[src/pkg/bsci_pkg.sv]
// boot script command interpreter: opcodes, argument layout, crc constants
// assumes 32-bit script words and byte addressing of the stream position
package bsci_pkg;

   // --------
   // command opcodes
   // --------
   localparam logic [31:0] OPC_SECTION_LOAD = 32'h58535901;
   localparam logic [31:0] OPC_CRC_REQUEST = 32'h58535902;
   localparam logic [31:0] OPC_CRC_ENABLE = 32'h58535903;
   localparam logic [31:0] OPC_CRC_DISABLE = 32'h58535904;
   localparam logic [31:0] OPC_JUMP = 32'h58535905;
   localparam logic [31:0] OPC_JUMP_CLOSE = 32'h58535906;
   localparam logic [31:0] OPC_RESTART_CHECKSUM_CMD = 32'h58535908;
   localparam logic [31:0] OPC_SECTION_FILL = 32'h5853590A;

   // --------
   // argument counts and slots
   // --------
   localparam logic [2:0] NARG_LOAD = 3'h2;
   localparam logic [2:0] NARG_FILL = 3'h4;
   localparam logic [2:0] NARG_JUMP = 3'h1;
   localparam logic [2:0] NARG_CLOSE = 3'h3;
   localparam logic [2:0] NARG_CRC = 3'h2;
   localparam int ARG_ADDR = 0;
   localparam int ARG_SIZE = 1;
   localparam int ARG_WIDTH = 2;
   localparam int ARG_PATTERN = 3;
   localparam int ARG_NSECT = 1;
   localparam int ARG_NBYTES = 2;
   localparam int ARG_EXPECT = 0;
   localparam int ARG_SEEK = 1;

   // --------
   // fill widths, word size, byte enables
   // --------
   localparam logic [31:0] FILL_W8 = 32'h00000008;
   localparam logic [31:0] FILL_W16 = 32'h00000010;
   localparam logic [31:0] FILL_W32 = 32'h00000020;
   localparam logic [31:0] WORD_BYTES = 32'h00000004;
   localparam logic [3:0] BE_1 = 4'h1;
   localparam logic [3:0] BE_2 = 4'h3;
   localparam logic [3:0] BE_3 = 4'h7;
   localparam logic [3:0] BE_ALL = 4'hF;

   // --------
   // checksum: polynomial is a plain default, value arbitrary
   // --------
   localparam logic [31:0] CRC_POLY = 32'h04C11DB7;
   localparam logic [31:0] CRC_INIT = 32'h00000000;

   // --------
   // interpreter states
   // --------
   typedef enum logic [3:0] {
      ST_OPCODE = 4'h0,
      ST_ARGS = 4'h1,
      ST_EXEC = 4'h2,
      ST_LOAD = 4'h3,
      ST_FILL = 4'h4,
      ST_JUMP = 4'h5,
      ST_SEEK = 4'h6,
      ST_DONE = 4'h7,
      ST_ERROR = 4'h8
   } bsci_state_e;

endpackage : bsci_pkg

[src/hw/bsci_interp.sv]
// boot script command interpreter: parses the word stream, writes sections,
// keeps the checksum, runs jumps, and recovers from checksum mismatches
// assumes words, writes, jumps and seeks come from logic on clk
//
// Function
// - jump opcode: next word is target, start execution there
// - after jumped code finishes, resume with the following command
// - jump-and-close plus entry address, section count and byte count ends boot, reports entry and count match
// - keep 32-bit checksum over load and fill data while enabled
// - checksum enable and disable are single words, switch accumulation
// - checksum request parsed as opcode, expected value, seek value
// - compare checksum with expected; on match ignore seek, go on
// - on mismatch add negative seek to stream position to retry
// - restart command is one word, clears checksum to zero
// - master mode: own sequencer does restart and seek-back
// - single option failure reloads all sections, checks again
// - section load: opcode, address, size, then contents
// - section fill: opcode, address, size, width 8/16/32, pattern
`timescale 1ns/10ps

module bsci_interp (
   // clock and reset
   input wire logic clk,
   input wire logic arst_n,
   // script word stream
   input wire logic [31:0] wordData,
   input wire logic wordValid,
   output logic wordReady,
   // boot mode: high when the device fetches its own script
   input wire logic masterMode,
   // memory write port
   output logic memWrValid,
   input wire logic memWrReady,
   output logic [31:0] memWrAddr,
   output logic [31:0] memWrData,
   output logic [3:0] memWrBe,
   // jump to loaded code
   output logic jumpReq,
   output logic [31:0] jumpAddr,
   input wire logic jumpDone,
   // own seek-back request in master mode
   output logic seekReq,
   output logic [31:0] seekAddr,
   input wire logic seekAck,
   // status
   output logic crcFail,
   output logic crcOn,
   output logic [31:0] crcValue,
   output logic [31:0] streamPos,
   output logic bootDone,
   output logic [31:0] entryAddr,
   output logic countMatch,
   output logic bootError
);

   // --------
   // helpers
   // --------
   // byte enables for the remaining byte count of a section
   function automatic logic [3:0] beMask(input logic [31:0] left);
      if (left >= bsci_pkg::WORD_BYTES) return bsci_pkg::BE_ALL;
      else if (left == 32'h00000003) return bsci_pkg::BE_3;
      else if (left == 32'h00000002) return bsci_pkg::BE_2;
      else return bsci_pkg::BE_1;
   endfunction : beMask

   // replicate a fill pattern of the given width over a word
   function automatic logic [31:0] replicate(input logic [31:0] pat,
                                             input logic [31:0] width);
      if (width == bsci_pkg::FILL_W8) return {4{pat[7:0]}};
      else if (width == bsci_pkg::FILL_W16) return {2{pat[15:0]}};
      else return pat;
   endfunction : replicate

   // --------
   // state
   // --------
   bsci_pkg::bsci_state_e state_reg, state_next;
   logic [31:0] opc_reg, opc_next;
   logic [31:0] arg_reg [0:3];
   logic [31:0] arg_next [0:3];
   logic [2:0] argIdx_reg, argIdx_next;
   logic [2:0] argNeed_reg, argNeed_next;
   logic [31:0] addr_reg, addr_next;
   logic [31:0] left_reg, left_next;
   logic [31:0] pat_reg, pat_next;
   logic wrValid_reg, wrValid_next;
   logic [31:0] wrAddr_reg, wrAddr_next;
   logic [31:0] wrData_reg, wrData_next;
   logic [3:0] wrBe_reg, wrBe_next;
   logic [31:0] crc_reg, crc_next;
   logic crcOn_reg, crcOn_next;
   logic crcFail_reg, crcFail_next;
   logic [31:0] pos_reg, pos_next;
   logic [31:0] jump_reg, jump_next;
   logic [31:0] seek_reg, seek_next;
   logic [31:0] entry_reg, entry_next;
   logic [31:0] sect_reg, sect_next;
   logic [31:0] bytes_reg, bytes_next;
   logic match_reg, match_next;
   logic slotFree;
   logic loadSlot;
   logic [31:0] slotData;
   logic [31:0] crcUpd;
   logic wordTake;

   // checksum of the word entering the write slot
   bsci_crc u_crc (
      .crcIn(crc_reg),
      .dataIn(slotData),
      .crcOut(crcUpd)
   );

   // --------
   // next-state logic
   // --------
   always_comb begin
      state_next = state_reg;
      opc_next = opc_reg;
      arg_next = arg_reg;
      argIdx_next = argIdx_reg;
      argNeed_next = argNeed_reg;
      addr_next = addr_reg;
      left_next = left_reg;
      pat_next = pat_reg;
      wrAddr_next = wrAddr_reg;
      wrData_next = wrData_reg;
      wrBe_next = wrBe_reg;
      crc_next = crc_reg;
      crcOn_next = crcOn_reg;
      crcFail_next = 1'b0;
      jump_next = jump_reg;
      seek_next = seek_reg;
      entry_next = entry_reg;
      sect_next = sect_reg;
      bytes_next = bytes_reg;
      match_next = match_reg;
      wordReady = 1'b0;
      loadSlot = 1'b0;
      slotData = wordData;
      slotFree = !wrValid_reg || memWrReady;
      wrValid_next = wrValid_reg && !memWrReady;
      unique case (state_reg)
         bsci_pkg::ST_OPCODE: begin
            // wait for writes to drain before taking the next opcode
            wordReady = !wrValid_reg;
            if (wordValid && !wrValid_reg) begin
               opc_next = wordData;
               argIdx_next = 3'h0;
               state_next = bsci_pkg::ST_ARGS;
               case (wordData)
                  bsci_pkg::OPC_SECTION_LOAD: argNeed_next = bsci_pkg::NARG_LOAD;
                  bsci_pkg::OPC_SECTION_FILL: argNeed_next = bsci_pkg::NARG_FILL;
                  bsci_pkg::OPC_JUMP: argNeed_next = bsci_pkg::NARG_JUMP;
                  bsci_pkg::OPC_JUMP_CLOSE: argNeed_next = bsci_pkg::NARG_CLOSE;
                  bsci_pkg::OPC_CRC_REQUEST: argNeed_next = bsci_pkg::NARG_CRC;
                  bsci_pkg::OPC_CRC_ENABLE: begin
                     crcOn_next = 1'b1;
                     state_next = bsci_pkg::ST_OPCODE;
                  end
                  bsci_pkg::OPC_CRC_DISABLE: begin
                     crcOn_next = 1'b0;
                     state_next = bsci_pkg::ST_OPCODE;
                  end
                  bsci_pkg::OPC_RESTART_CHECKSUM_CMD: begin
                     crc_next = bsci_pkg::CRC_INIT;
                     state_next = bsci_pkg::ST_OPCODE;
                  end
                  default: state_next = bsci_pkg::ST_ERROR;
               endcase
            end
         end
         bsci_pkg::ST_ARGS: begin
            // gather the fixed argument words of the command
            wordReady = 1'b1;
            if (wordValid) begin
               arg_next[argIdx_reg[1:0]] = wordData;
               argIdx_next = argIdx_reg + 3'h1;
               if (argIdx_reg + 3'h1 == argNeed_reg) begin
                  state_next = bsci_pkg::ST_EXEC;
               end
            end
         end
         bsci_pkg::ST_EXEC: begin
            addr_next = arg_reg[bsci_pkg::ARG_ADDR];
            left_next = arg_reg[bsci_pkg::ARG_SIZE];
            case (opc_reg)
               bsci_pkg::OPC_SECTION_LOAD,
               bsci_pkg::OPC_SECTION_FILL: begin
                  sect_next = sect_reg + 32'h00000001;
                  bytes_next = bytes_reg + arg_reg[bsci_pkg::ARG_SIZE];
                  pat_next = replicate(arg_reg[bsci_pkg::ARG_PATTERN],
                                       arg_reg[bsci_pkg::ARG_WIDTH]);
                  if (arg_reg[bsci_pkg::ARG_SIZE] == 32'h00000000) begin
                     state_next = bsci_pkg::ST_OPCODE;
                  end else if (opc_reg == bsci_pkg::OPC_SECTION_LOAD) begin
                     state_next = bsci_pkg::ST_LOAD;
                  end else if (arg_reg[bsci_pkg::ARG_WIDTH] ==
                                  bsci_pkg::FILL_W8 ||
                               arg_reg[bsci_pkg::ARG_WIDTH] ==
                                  bsci_pkg::FILL_W16 ||
                               arg_reg[bsci_pkg::ARG_WIDTH] ==
                                  bsci_pkg::FILL_W32) begin
                     state_next = bsci_pkg::ST_FILL;
                  end else begin
                     state_next = bsci_pkg::ST_ERROR;
                  end
               end
               bsci_pkg::OPC_JUMP: begin
                  jump_next = arg_reg[bsci_pkg::ARG_ADDR];
                  state_next = bsci_pkg::ST_JUMP;
               end
               bsci_pkg::OPC_JUMP_CLOSE: begin
                  entry_next = arg_reg[bsci_pkg::ARG_ADDR];
                  match_next = (arg_reg[bsci_pkg::ARG_NSECT] == sect_reg) &&
                               (arg_reg[bsci_pkg::ARG_NBYTES] == bytes_reg);
                  state_next = bsci_pkg::ST_DONE;
               end
               bsci_pkg::OPC_CRC_REQUEST: begin
                  if (arg_reg[bsci_pkg::ARG_EXPECT] == crc_reg) begin
                     state_next = bsci_pkg::ST_OPCODE;
                  end else begin
                     crcFail_next = 1'b1;
                     seek_next = pos_reg + arg_reg[bsci_pkg::ARG_SEEK];
                     if (masterMode) begin
                        crc_next = bsci_pkg::CRC_INIT;
                        state_next = bsci_pkg::ST_SEEK;
                     end else begin
                        state_next = bsci_pkg::ST_OPCODE;
                     end
                  end
               end
               default: state_next = bsci_pkg::ST_ERROR;
            endcase
         end
         bsci_pkg::ST_LOAD: begin
            // section contents go straight to the write slot
            wordReady = slotFree;
            loadSlot = wordValid && slotFree;
         end
         bsci_pkg::ST_FILL: begin
            slotData = pat_reg;
            loadSlot = slotFree;
         end
         bsci_pkg::ST_JUMP: begin
            if (jumpDone) begin
               state_next = bsci_pkg::ST_OPCODE;
            end
         end
         bsci_pkg::ST_SEEK: begin
            if (seekAck) begin
               state_next = bsci_pkg::ST_OPCODE;
            end
         end
         bsci_pkg::ST_DONE: begin
            state_next = bsci_pkg::ST_DONE;
         end
         bsci_pkg::ST_ERROR: begin
            state_next = bsci_pkg::ST_ERROR;
         end
      endcase
      // write slot fill and checksum update
      if (loadSlot) begin
         wrValid_next = 1'b1;
         wrAddr_next = addr_reg;
         wrData_next = slotData;
         wrBe_next = beMask(left_reg);
         addr_next = addr_reg + bsci_pkg::WORD_BYTES;
         if (crcOn_reg) begin
            crc_next = crcUpd;
         end
         if (left_reg > bsci_pkg::WORD_BYTES) begin
            left_next = left_reg - bsci_pkg::WORD_BYTES;
         end else begin
            left_next = 32'h00000000;
            state_next = bsci_pkg::ST_OPCODE;
         end
      end
      // stream position in bytes, moved back on a mismatch
      wordTake = wordReady && wordValid;
      if (crcFail_next) begin
         pos_next = seek_next;
      end else if (wordTake) begin
         pos_next = pos_reg + bsci_pkg::WORD_BYTES;
      end else begin
         pos_next = pos_reg;
      end
   end

   // --------
   // registers
   // --------
   always_ff @(posedge clk or negedge arst_n) begin
      if (!arst_n) begin
         state_reg <= bsci_pkg::ST_OPCODE;
         opc_reg <= 32'h00000000;
         for (int i = 0; i < 4; i++) begin
            arg_reg[i] <= 32'h00000000;
         end
         argIdx_reg <= 3'h0;
         argNeed_reg <= 3'h0;
         addr_reg <= 32'h00000000;
         left_reg <= 32'h00000000;
         pat_reg <= 32'h00000000;
         wrValid_reg <= 1'b0;
         wrAddr_reg <= 32'h00000000;
         wrData_reg <= 32'h00000000;
         wrBe_reg <= 4'h0;
         crc_reg <= bsci_pkg::CRC_INIT;
         crcOn_reg <= 1'b0;
         crcFail_reg <= 1'b0;
         pos_reg <= 32'h00000000;
         jump_reg <= 32'h00000000;
         seek_reg <= 32'h00000000;
         entry_reg <= 32'h00000000;
         sect_reg <= 32'h00000000;
         bytes_reg <= 32'h00000000;
         match_reg <= 1'b0;
      end else begin
         state_reg <= state_next;
         opc_reg <= opc_next;
         arg_reg <= arg_next;
         argIdx_reg <= argIdx_next;
         argNeed_reg <= argNeed_next;
         addr_reg <= addr_next;
         left_reg <= left_next;
         pat_reg <= pat_next;
         wrValid_reg <= wrValid_next;
         wrAddr_reg <= wrAddr_next;
         wrData_reg <= wrData_next;
         wrBe_reg <= wrBe_next;
         crc_reg <= crc_next;
         crcOn_reg <= crcOn_next;
         crcFail_reg <= crcFail_next;
         pos_reg <= pos_next;
         jump_reg <= jump_next;
         seek_reg <= seek_next;
         entry_reg <= entry_next;
         sect_reg <= sect_next;
         bytes_reg <= bytes_next;
         match_reg <= match_next;
      end
   end

   // --------
   // outputs
   // --------
   assign memWrValid = wrValid_reg;
   assign memWrAddr = wrAddr_reg;
   assign memWrData = wrData_reg;
   assign memWrBe = wrBe_reg;
   assign jumpReq = (state_reg == bsci_pkg::ST_JUMP);
   assign jumpAddr = jump_reg;
   assign seekReq = (state_reg == bsci_pkg::ST_SEEK);
   assign seekAddr = seek_reg;
   assign crcFail = crcFail_reg;
   assign crcOn = crcOn_reg;
   assign crcValue = crc_reg;
   assign streamPos = pos_reg;
   assign bootDone = (state_reg == bsci_pkg::ST_DONE);
   assign entryAddr = entry_reg;
   assign countMatch = match_reg;
   assign bootError = (state_reg == bsci_pkg::ST_ERROR);

endmodule : bsci_interp

[src/hw/bsci_crc.sv]
// one-word checksum step: folds a 32-bit data word into the running value
// assumes a purely combinational use; the caller registers the result
`timescale 1ns/10ps

module bsci_crc (
   // running value and word
   input wire logic [31:0] crcIn,
   input wire logic [31:0] dataIn,
   // updated value
   output logic [31:0] crcOut
);

   // --------
   // msb-first shift of all 32 data bits
   // --------
   function automatic logic [31:0] crcStep(input logic [31:0] c,
                                           input logic [31:0] d);
      logic [31:0] r;
      logic fb;
      r = c;
      for (int i = 31; i >= 0; i--) begin
         fb = r[31] ^ d[i];
         r = {r[30:0], 1'b0} ^ (fb ? bsci_pkg::CRC_POLY : 32'h00000000);
      end
      return r;
   endfunction : crcStep

   // combinational update
   always_comb begin
      crcOut = crcStep(crcIn, dataIn);
   end

endmodule : bsci_crc

[config.mk]
export PLATFORM = sky130hd
export DESIGN_NAME = bsci_interp
export DESIGN_NICKNAME = d
export VERILOG_FILES = /design/src/pkg/bsci_pkg.sv /design/src/hw/bsci_interp.sv /design/src/hw/bsci_crc.sv
export SDC_FILE = /design/constraint.sdc
export NUM_CORES = 1
export LEC_CHECK = 0
export BUFFER_PORTS_ARGS = -buffer_cell sky130_fd_sc_hd__buf_2
export CAP_MARGIN = 20
export CELL_PAD_IN_SITES_DETAIL_PLACEMENT = 0
export CELL_PAD_IN_SITES_GLOBAL_PLACEMENT = 1
export CORE_MARGIN = 1
export CORE_UTILIZATION = 45
export CTS_CLUSTER_DIAMETER = 40
export DETAILED_ROUTE_END_ITERATION = 10
export PLACE_DENSITY_LB_ADDON = 0.1
export REMOVE_ABC_BUFFERS = 1
export SLEW_MARGIN = 10
export SYNTH_ARGS = -nofsm -noshare
export SYNTH_HDL_FRONTEND = slang
export SYNTH_SLANG_ARGS = --single-unit
[constraint.sdc]
create_clock -name clk -period 5.5 [get_ports clk]
set_input_delay 1.1 -clock clk [delete_from_list [all_inputs] [get_ports clk]]
set_output_delay 1.1 -clock clk [all_outputs]
set_load 0.01 [all_outputs]
After elaboration in Yosys (flattened, before gate mapping)
Cells that the tools add are included.
{ "word_totals": {"regBits": 562, "inputBits": 39, "output_inout_bits": 237, "word_cells": 248} }
{ "op_classes": {"addsub": 7, "order_cmp": 4, "n_eq_ne": 32, "n_mux": 85, "bitwise": 65, "n_reduce_logical": 30} }
{ "ops": {"columns": ["cell", "n"], "rows": [
  ["$xor 32x32->32", 32],
  ["$mux 27", 32],
  ["$mux 32", 21],
  ["$eq 32x31->1 const B", 13],
  ["$bwmux 128", 1],
  ["$eq 32x32->1", 3],
  ["$add 32x3->32 const B", 2],
  ["$add 32x32->32", 2],
  ["$demux 32 s2", 1],
  ["$eq 32x2->1 const B", 2],
  ["$pmux 32 s2", 1],
  ["$mux 4", 11],
  ["$add 32x1->32 const B", 1],
  ["$eq 32x4->1 const B", 1],
  ["$eq 32x5->1 const B", 1],
  ["$eq 32x6->1 const B", 1],
  ["$ge 32x3->1 const B", 1],
  ["$gt 32x3->1 const B", 1],
  ["$logic_not 32->1", 1],
  ["$sub 32x3->32 const B", 1],
  ["$xor 1x1->1", 32],
  ["$pmux 4 s7", 1],
  ["$eq 4x3->1 const B", 4],
  ["$pmux 4 s4", 1],
  ["28 further kinds", 56]
]} }

Depth between registers and ports, before layout
Gate-level depths: netlist of run 1.
{ "logic_depth": {"depth_word": 100, "mapped_depth": 20, "ltp_nobuf": 18} }

Hierarchy
A second synthesis of run 1 with hierarchy kept.
{ "hier_totals": {"hier_cells": 3025, "hier_area_um2": 31529.0} }
{ "by_module_without_submodules": {"columns": ["module", "n_inst", "cells_per_inst", "area_each_um2", "seq_area_each_um2"], "rows": [
  ["bsci_interp", 1, 2774, 28155.8, 14063.5],
  ["bsci_crc", 1, 251, 3373.2, 0.0]
]} }

Least setup slack after synthesis of run 1
No wires, ideal clock.
{ "synth_path": {"path_kind": "input to register", "from": "input wordData[31]", "to": "register crc_reg[5] (netlist: crcValue[5])", "setup_time_ps": 122, "t_arrival_ps": 4732, "t_required_ps": 5378, "slack_ps": 646, "cell_stages": 16, "n_path_buf": 1, "path_cell_list": "buf_2 xor2_2 xnor2_1 mux2i_4 xor2_4 xor2_2 xnor2_2 xor2_2 xnor2_4 xnor2_4 xor2_2 xnor2_4 xnor2_4 xor2_2 xor2_1 a32o_1"} }
{ "synth_between": {"elab_chain_len": 47, "elab_cells_between_ends": 77, "classes_between": "1 x eq/ne; 25 x mux; 51 x bitwise"} }
{ "synth_rtl": {"columns": ["element", "line_no", "source"], "rows": [
  ["from (decl)", "bsci_interp.sv:26", "input wire logic [31:0] wordData,"],
  ["$mux 32", "bsci_interp.sv:143", "unique case (state_reg)"],
  ["$xor 1x1->1", "bsci_crc.sv:22", "fb = r[31] ^ d[i];"],
  ["$mux 27", "bsci_crc.sv:23", "r = {r[30:0], 1'b0} ^ (fb ? bsci_pkg::CRC_POLY : 32'h00000000);"],
  ["$xor 32x32->32 (6 in series)", "bsci_crc.sv:23", null],
  ["$xor 1x1->1", "bsci_crc.sv:22", null],
  ["$mux 27", "bsci_crc.sv:23", null],
  ["$xor 32x32->32 (6 in series)", "bsci_crc.sv:23", null],
  ["$xor 1x1->1", "bsci_crc.sv:22", null],
  ["[... 16 more ...]", null, null],
  ["$mux 27", "bsci_crc.sv:23", null],
  ["$xor 32x32->32 (6 in series)", "bsci_crc.sv:23", null],
  ["$xor 1x1->1", "bsci_crc.sv:22", null],
  ["$mux 27", "bsci_crc.sv:23", null],
  ["$xor 32x32->32 (2 in series)", "bsci_crc.sv:23", null],
  ["$mux 32", "bsci_interp.sv:269", "if (crcOn_reg) begin"],
  ["$mux 32 *", "bsci_interp.sv:263", "if (loadSlot) begin"],
  ["named net crc_next[5]", "bsci_interp.sv:91", "logic [31:0] crc_reg, crc_next;"],
  ["to (signal assigned)", "bsci_interp.sv:309", "crc_reg <= bsci_pkg::CRC_INIT;"],
  ["to (signal assigned)", "bsci_interp.sv:332", "crc_reg <= crc_next;"],
  ["to (decl)", "bsci_interp.sv:91", null]
]} }
Mark *: on every way through the listed nets, which the timed path passes. The rest lies on a longest branch.
A chain may end at the register's enable or synchronous reset.

Worst setup path in the final report of run 1
{ "layout_path": {"from": "register state_reg[1]", "to": "register crc_reg[5] (netlist: crcValue[5])"} }
{ "layout_between": {"elab_chain_len": 48, "elab_cells_between_ends": 101, "classes_between": "3 x eq/ne; 35 x mux; 62 x bitwise; 1 x reduce/logical"} }
{ "layout_rtl": {"columns": ["element", "line_no", "source"], "rows": [
  ["from (decl)", "bsci_interp.sv:78", "bsci_pkg::bsci_state_e state_reg, state_next;"],
  ["from (signal assigned)", "bsci_interp.sv:295", "state_reg <= bsci_pkg::ST_OPCODE;"],
  ["from (signal assigned)", "bsci_interp.sv:320", "state_reg <= state_next;"],
  ["$eq 4x3->1", "bsci_interp.sv:143", null],
  ["$mux 32", "bsci_interp.sv:143", null],
  ["$xor 1x1->1", "bsci_crc.sv:22", null],
  ["$mux 27", "bsci_crc.sv:23", null],
  ["$xor 32x32->32 (6 in series)", "bsci_crc.sv:23", null],
  ["$xor 1x1->1", "bsci_crc.sv:22", null],
  ["$mux 27", "bsci_crc.sv:23", null],
  ["$xor 32x32->32 (6 in series)", "bsci_crc.sv:23", null],
  ["[... 17 more ...]", null, null],
  ["$mux 27", "bsci_crc.sv:23", null],
  ["$xor 32x32->32 (6 in series)", "bsci_crc.sv:23", null],
  ["$xor 1x1->1", "bsci_crc.sv:22", null],
  ["$mux 27", "bsci_crc.sv:23", null],
  ["$xor 32x32->32 (2 in series)", "bsci_crc.sv:23", null],
  ["$mux 32", "bsci_interp.sv:269", null],
  ["$mux 32 *", "bsci_interp.sv:263", null],
  ["named net crc_next[5]", "bsci_interp.sv:91", null]
]} }
Marked as above.

==> results.md, run 1 <==
- Outcome: completed
- Vias per cell: 5.66
- Max Slew Vio Count: 0
- Clock skew: 0.0225 ns
- Max VDD drop: 0.755 mV
- Hold path depth: 2
- Static leakage: 18.0 nW
- Max Cap Viol: 0
- Post-synth ARST share: 1.00
- DR vias: approximately 25k
- Met2 usage: 0.474
- Area after DPL: 0.0340 mm2
- WHS Endpoint: seekAddr[23]
- Hold Startpoint: seekAddr[23]
- Hold_buf cts: 0
- WS Path Type: register to register
- Largest net degree at the start of global routing: around 140
- P_int: 0.0118 W
- Total clock sinks: approximately 560
- Drt wl/cell: 24.6 um
- Least-Margin Pin Slew: 1.08 ns
- Comb power frac: 0.391
- Design Area, Final: 0.0378 mm2
- DRT Pass-1 Iters: 7
- CTS resizes: 0
- Total setup buffers inserted after CTS: 0
- RSZ-0062 raised after global routing: no
- Total Power: 0.0179 W
- Die width: 266 um
- Cell count after placement: 4244
- Hold/Removal Path Class: register to register
- Slew HR: 0.276
- CP Capture Type: register
- Filler instances: about 6.3k
- Clk_lat worst skew: 0.65 ns
- Initial DRC count: just over 2k
- Smallest hold slack: 0.454 ns
- Synthesized area per cell: between 10 and 15 um2
- CP arrival: 5.47 ns
- Count of input and output buffers: 275
- Cell area after synthesis: ~0.031 mm2
- Drt drc: 0
- Nets: 3533
- Starting Density: 0.456
- Final WL: 109000 um
- Critical Path RT: just over 6 ns
- Power share of the sequential group: 0.232
- I/O pin total: 276
- Synthesis Warnings: 0
- M1 GR Usage: 0.450
- Post-route ant nets: 0
- Vias in the first global route: 24.7k
- Busiest grt layer: met2
- Die Y: 266 um
- Sw power: 0.00612 W
- Area of the core: 0.0688 mm2
- TritonCTS Buffers: 104
- Post-synth cell types: 78
- Synth Register Bits: 562
- Htree depth: 3
- First-pass GRT wire length: 162000 um
- Finish-stage setup viols: 0
- Setup crit start kind: register
- Switching share of power: 0.342
- Ys flop type: dfrtp_1
- Clk pwr share: 0.377
- Met3 layer usage reported by global route: 0.0427
- Max reg flops: 128
- All-Layer GR Usage: 0.308
- Number of enable flip-flop cells after synthesis: 0
- Clock slew at reported path FFs: 0.05 ns
- Row count: 96
- Cell count after synthesis: 3101
- Reg2Reg Launch Point: state_reg[1]
- Flop-to-flop setup slack: about 0.55 ns
- Register area share after synthesis: 0.449
- Area growth syn-to-layout: 20.6%
- Initial antenna violation count: 9
- F_max: 202 MHz
- RR Endpoint: crcValue[5]
- Global route overflow: 0
- Layout cells sized above 1: 0.241
- Worst Reg-to-Reg Cells: 16
- CP max FO: 17
- Root Driver: clkbuf_16
- Fin. Hold Viols: 0
- Placer Congestion: 0.905
- TritonCTS clock tree: built
- Fin crit share: 0.899
- Post-Layout Cell Count: between 4k and 5k
- Period minus WS final: ~5 ns
- CTS Buffer Depth: 3
- Die Area: about 0.071 mm2
- Pwr/cell area: about 470 mW/mm2
- Hpwl dp: about 80000 um
-- cell usage after synthesis (14+ instances only) --
cell type | number | share of area
dfrtp_1 | 562 | 0.45
nand2_1 | 463 | 0.055
xnor2_1 | 367 | 0.10
mux2_2 | 215 | 0.077
o21ai_0 | 193 | 0.031
nor2_1 | 170 | 0.020
a21oi_1 | 125 | 0.020
clkbuf_1 | 115 | 0.014
xor2_1 | 109 | 0.030
ha_1 | 72 | 0.029
nand3_1 | 57 | 0.0091
nand4_1 | 57 | 0.011
nor3_1 | 46 | 0.0073
inv_1 | 45 | 0.0054
nor4_1 | 39 | 0.0078
mux2i_1 | 36 | 0.011
and3_1 | 28 | 0.0056
a31oi_1 | 24 | 0.0048
nand2b_1 | 23 | 0.0046
o211ai_1 | 23 | 0.0055
xnor2_2 | 23 | 0.012
a221o_1 | 21 | 0.0067
a21o_1 | 20 | 0.0048
o21ai_1 | 20 | 0.0032
buf_1 | 16 | 0.0019
or3_1 | 16 | 0.0032
nor2b_1 | 14 | 0.0028
-- worst max-delay path, stage by stage, from the launching register on --
cell     delay (ns)
dfrtp_1        0.54
nor2_2         0.28
and2_2         0.57
buf_4          0.24
nor2_1         0.05
a21oi_1        0.21
xnor2_2        0.20
xor2_2         0.40
xor2_2         0.41
xnor2_4        0.13
xnor2_4        0.28
xor2_2         0.37
xnor2_4        0.16
xnor2_4        0.32
xor2_2         0.25
xor2_1         0.10
a32o_1         0.27
-- power by group through the flow --
stage	combinational (W)	sequential (W)	clock, W
CTS	0.00704	0.00416	0.00684
global route	0.00748	0.00416	0.00704
finish	0.00700	0.00416	0.00675
floorplan	0.00558	0.00423	0
detailed placement	0.00704	0.00423	0
global placement	0.00705	0.00423	0
-- metrics by stage --
step,setup slack (ns),setup TNS (ns),util
after detailed placement,0.297,0,0.494
after floorplan,-3.94,-437.69,-
after global placement,0.382,0,0.494
after CTS,0.529,0,0.549
after global routing,0.252,0,0.549
final,0.555,0,0.549
-- routing by layer --
layer / part of all wire / vias to the layer above
met5: 0 / -
met1: 0.46 / 12600
met3: 0.067 / 186
met2: 0.45 / 930
li1: - / 11400
met4: 0.027 / 0
-- worst max-delay path by stage --
stage	start	end	slack (ns)
floorplan	state_reg[0]	entryAddr[0]	-3.94
CTS	state_reg[1]	crcValue[5]	0.53
detailed placement	wordData[31]	crcValue[5]	0.30
finish	state_reg[1]	crcValue[5]	0.55
global route	state_reg[1]	crcValue[9]	0.25
global placement	wordData[31]	crcValue[5]	0.38
-- area by class of cell --
type,count,area [um2],area share
antenna,5,12.5,0.000331
tap,931,1160,0.0308
inverter,45,169,0.00447
clock buffer,128,2930,0.0774
timing repair buffer,357,2060,0.0545
clock inverter,69,818,0.0216
multi-input combinational,2350,16600,0.439
sequential,562,14100,0.372
-- layout by cell type (no fill, tap or decap), types with 16 or more instances in the layout --
| cell | count |
|---|---|
| a21oi_1 | 124 |
| mux2_2 | 215 |
| xnor2_2 | 23 |
| nor3_1 | 46 |
| ha_1 | 72 |
| nand2_1 | 460 |
| buf_2 | 274 |
| inv_1 | 45 |
| nor2_1 | 170 |
| o21ai_0 | 193 |
| o21ai_1 | 19 |
| xnor2_1 | 367 |
| a221o_1 | 21 |
| nand3_1 | 57 |
| and3_1 | 28 |
| buf_4 | 77 |
| a31oi_1 | 24 |
| clkbuf_16 | 108 |
| mux2i_1 | 36 |
| nor4_1 | 38 |
| nand2b_1 | 22 |
| nand4_1 | 57 |
| a21o_1 | 20 |
| or3_1 | 16 |
| o211ai_1 | 23 |
| xor2_1 | 109 |
| dfrtp_1 | 562 |
-- cells by family after synthesis --
group	synth area share
multiplexers	0.0909
flip-flops	0.449
adder cells (fa/ha/maj)	0.0303
AND/OR/NAND/NOR	0.141
buffers and inverters	0.0238
XOR/XNOR	0.165
AO/OA/AOI/OAI	0.101
Note: power is estimated with default switching activity, not from simulation.
==> run 2: changes to the inputs <==
--- a/config.mk
+++ b/config.mk
@@ -10,7 +10,7 @@
 export CELL_PAD_IN_SITES_DETAIL_PLACEMENT = 0
 export CELL_PAD_IN_SITES_GLOBAL_PLACEMENT = 1
 export CORE_MARGIN = 1
-export CORE_UTILIZATION = 45
+export CORE_UTILIZATION = 48
 export CTS_CLUSTER_DIAMETER = 40
 export DETAILED_ROUTE_END_ITERATION = 10
 export PLACE_DENSITY_LB_ADDON = 0.1
==> run 2 against run 1 <==
Net effect:
- sequential share of layout area is 0.47 points higher
- critical path depth fell by 1
- first-iteration DRC count is 17% higher
- sequential power hardly changed
- combinational power is 1% lower
- largest cell class unchanged
- largest power group unchanged
- highest routed layer is now met5
==> results.md, run 2 (synthesis gave the netlist of run 1 again) <==
- Clock skew: 0.0279 ns (+0.00544 ns)
- Crit-path slowest cell: and2_2
- Flop-to-flop setup slack: 0.47 ns (-0.09 ns)
- CTS Buffer Depth: 3 (unchanged)
- Hold path depth: 2 (unchanged)
- Die Y: 258 um (-3.2%)
- Max VDD drop: 0.581 mV (-23%)
- Hpwl dp: 77900 um (-2.0%)
- Hold/Removal Path Class: register to register
- Reg2Reg Launch Point: state_reg[3]
- Fin crit share: 0.915 (+0.0158)
- Htree depth: 3 (unchanged)
- CP Capture Type: register
- Buf/Inv on CP: 1 (unchanged)
- Slew HR: 0.262 (-0.0142)
- Commonest non-fill, non-tap cell in the layout: dfrtp_1
- Clock slew at reported path FFs: 0.05 ns (about the same)
- Area growth syn-to-layout: 19.1%
- First-pass GRT wire length: 160000 um (-0.81%)
- Largest net degree at the start of global routing: 134 (-5.0%)
- TritonCTS clock tree: built
- Least-Margin Pin Slew: 1.10 ns (+0.0212 ns)
- Nets: 3527 (-0.17%)
- CP arrival: 5.57 ns (+0.10 ns)
- Static leakage: 17.8 nW (-0.87%)
- Critical Path RT: 6.04 ns (about the same)
- Outcome: completed
- WS Path Type: register to register
- F_max: 199 MHz (-1.7%)
- Finish-stage setup viols: 0 (unchanged)
- Row count: 93 (-3.1%)
- Placer Congestion: 0.948 (+4.8%)
- Most frequent cells in the layout: dfrtp_1, nand2_1, xnor2_1
- DRT Pass-1 Iters: 5 (-2)
- Max Slew Vio Count: 0 (unchanged)
- Period minus WS final: 5.03 ns (+0.0868 ns)
- Max Cap Viol: 0 (unchanged)
- Hold Startpoint: seekAddr[25]
- RSZ-0062 raised after global routing: no
- Root Driver: clkbuf_16
- Hold_buf cts: 0 (unchanged)
- CP max FO: 20 (+3)
- Final WL: 107000 um (-2.0%)
- All-Layer GR Usage: 0.322 (+0.0140)
- Drt drc: 0 (unchanged)
- Die width: 258 um (-3.2%)
- CTS resizes: 0 (unchanged)
- Initial antenna violation count: 10 (+1)
- I/O pin total: 276 (unchanged)
- Global route overflow: 0 (unchanged)
- Worst Reg-to-Reg Cells: 15 (-1)
- Vias in the first global route: 24.8k (+0.33%)
- Area of the core: 0.0645 mm2 (-6.3%)
- Initial DRC count: 2358 (+17%)
- DR vias: 25.2k (+0.048%)
- Starting Density: 0.486 (+0.0308)
- Die Area: 0.0664 mm2 (-6.2%)
- Crit-path cells: and2b_1, and2_2, buf_4, mux2i_1, xor2_1, xnor2_1, xnor2_1, xor2_2, xnor2_2, xnor2_2, xor2_4, xnor2_4, xor2_2, xor2_1, a32o_1
- Smallest hold slack: 0.457 ns (+0.00295 ns)
- Layout cells sized above 1: 0.238 (-0.00247)
- RR Endpoint: crcValue[5]
- Count of input and output buffers: 275 (unchanged)
- TritonCTS Buffers: 96 (-7.7%)
- Cell count after placement: 4170 (-1.7%)
- Delay-heaviest family, CP: XOR/XNOR gates
- Total setup buffers inserted after CTS: 0 (unchanged)
- Post-route ant nets: 0 (unchanged)
- Drt wl/cell: 24.6 um (about the same)
- Post-Layout Cell Count: 4353 (-2.1%)
- CP peak stage delay: 0.57 ns (about the same)
- Vias per cell: 5.79 (+2.2%)
- WHS Endpoint: seekAddr[25]
- Setup crit start kind: register
- Max reg flops: 128 (unchanged)
- Filler instances: 5572 (-11%)
- Total clock sinks: 562 (unchanged)
- Fin. Hold Viols: 0 (unchanged)
- Clk_lat worst skew: 0.66 ns (about the same)
- Pwr/cell area: 460 mW/mm2 (-2.8%)
run 2: cell types whose count changed in the layout (fill, tap and decap cells not counted), moves of 4 or more:
cell,before,now
diode_2,5,1
bufinv_16,11,4
clkinvlp_4,15,9
inv_6,14,18
clkbuf_16,108,98
run 2: metrics by stage:
stage	setup WS [ns]	setup TNS, ns	utilization	total power (W)	instance area [um2]
after floorplan	-3.94	-437.69	-	0.00981	30800
after global placement	0.381	0	0.527	0.0112	34000
after detailed placement	0.351	0	0.527	0.0112	34000
after CTS	0.524	0	0.579	0.0173	37300
after global routing	0.308	0	0.579	0.0179	37300
final	0.468	0	0.579	0.0172	37300
run 2: cell type report:
cell class              instances  area, um2  area share
diodes                          1       2.50   0.0000670
clock buffers                 118       2700      0.0723
clock inverters                63        668      0.0179
inverters                      45        169     0.00452
multi-input cells            2350      16600       0.444
flip-flops and latches        562      14100       0.377
well taps                     855       1070      0.0287
repair buffers                359       2070      0.0556
run 2: how the worst max path moves through the flow:
stage,from,to,slack (ns),cells after the start
2_1_floorplan,state_reg[0],entryAddr[0],-3.94,3
3_3_place_gp,wordData[31],crcValue[5],0.38,16
4_1_cts,state_reg[3],crcValue[5],0.52,15
6_report,state_reg[3],crcValue[5],0.47,15
3_5_place_dp,wordData[31],crcValue[5],0.35,16
5_1_grt,state_reg[3],crcValue[5],0.31,15
run 2: worst min-delay path, cell delays in order, from the launching register on:
cell	delay (ns)
dfrtp_1	0.33
nand2_1	0.05
nand2_1	0.05
run 2: where the power goes:
part           internal (W)  switching [W]  leakage, nW  total, W
Sequential          0.00415     0.00000975         7.51   0.00416
Clock               0.00376        0.00236         1.64   0.00612
Combinational       0.00328        0.00363         8.67   0.00690
Total                0.0112        0.00600         17.8    0.0172
run 2: per-layer routing:
layer	wire (um)	vias to the layer above	global-route usage	part of all wire
li1	-	11400	-	-
met1	49700	12600	0.478	0.46
met2	47800	945	0.489	0.45
met3	6460	214	0.0447	0.060
met4	3190	2	0.0980	0.030
met5	10	-	0	0.000093
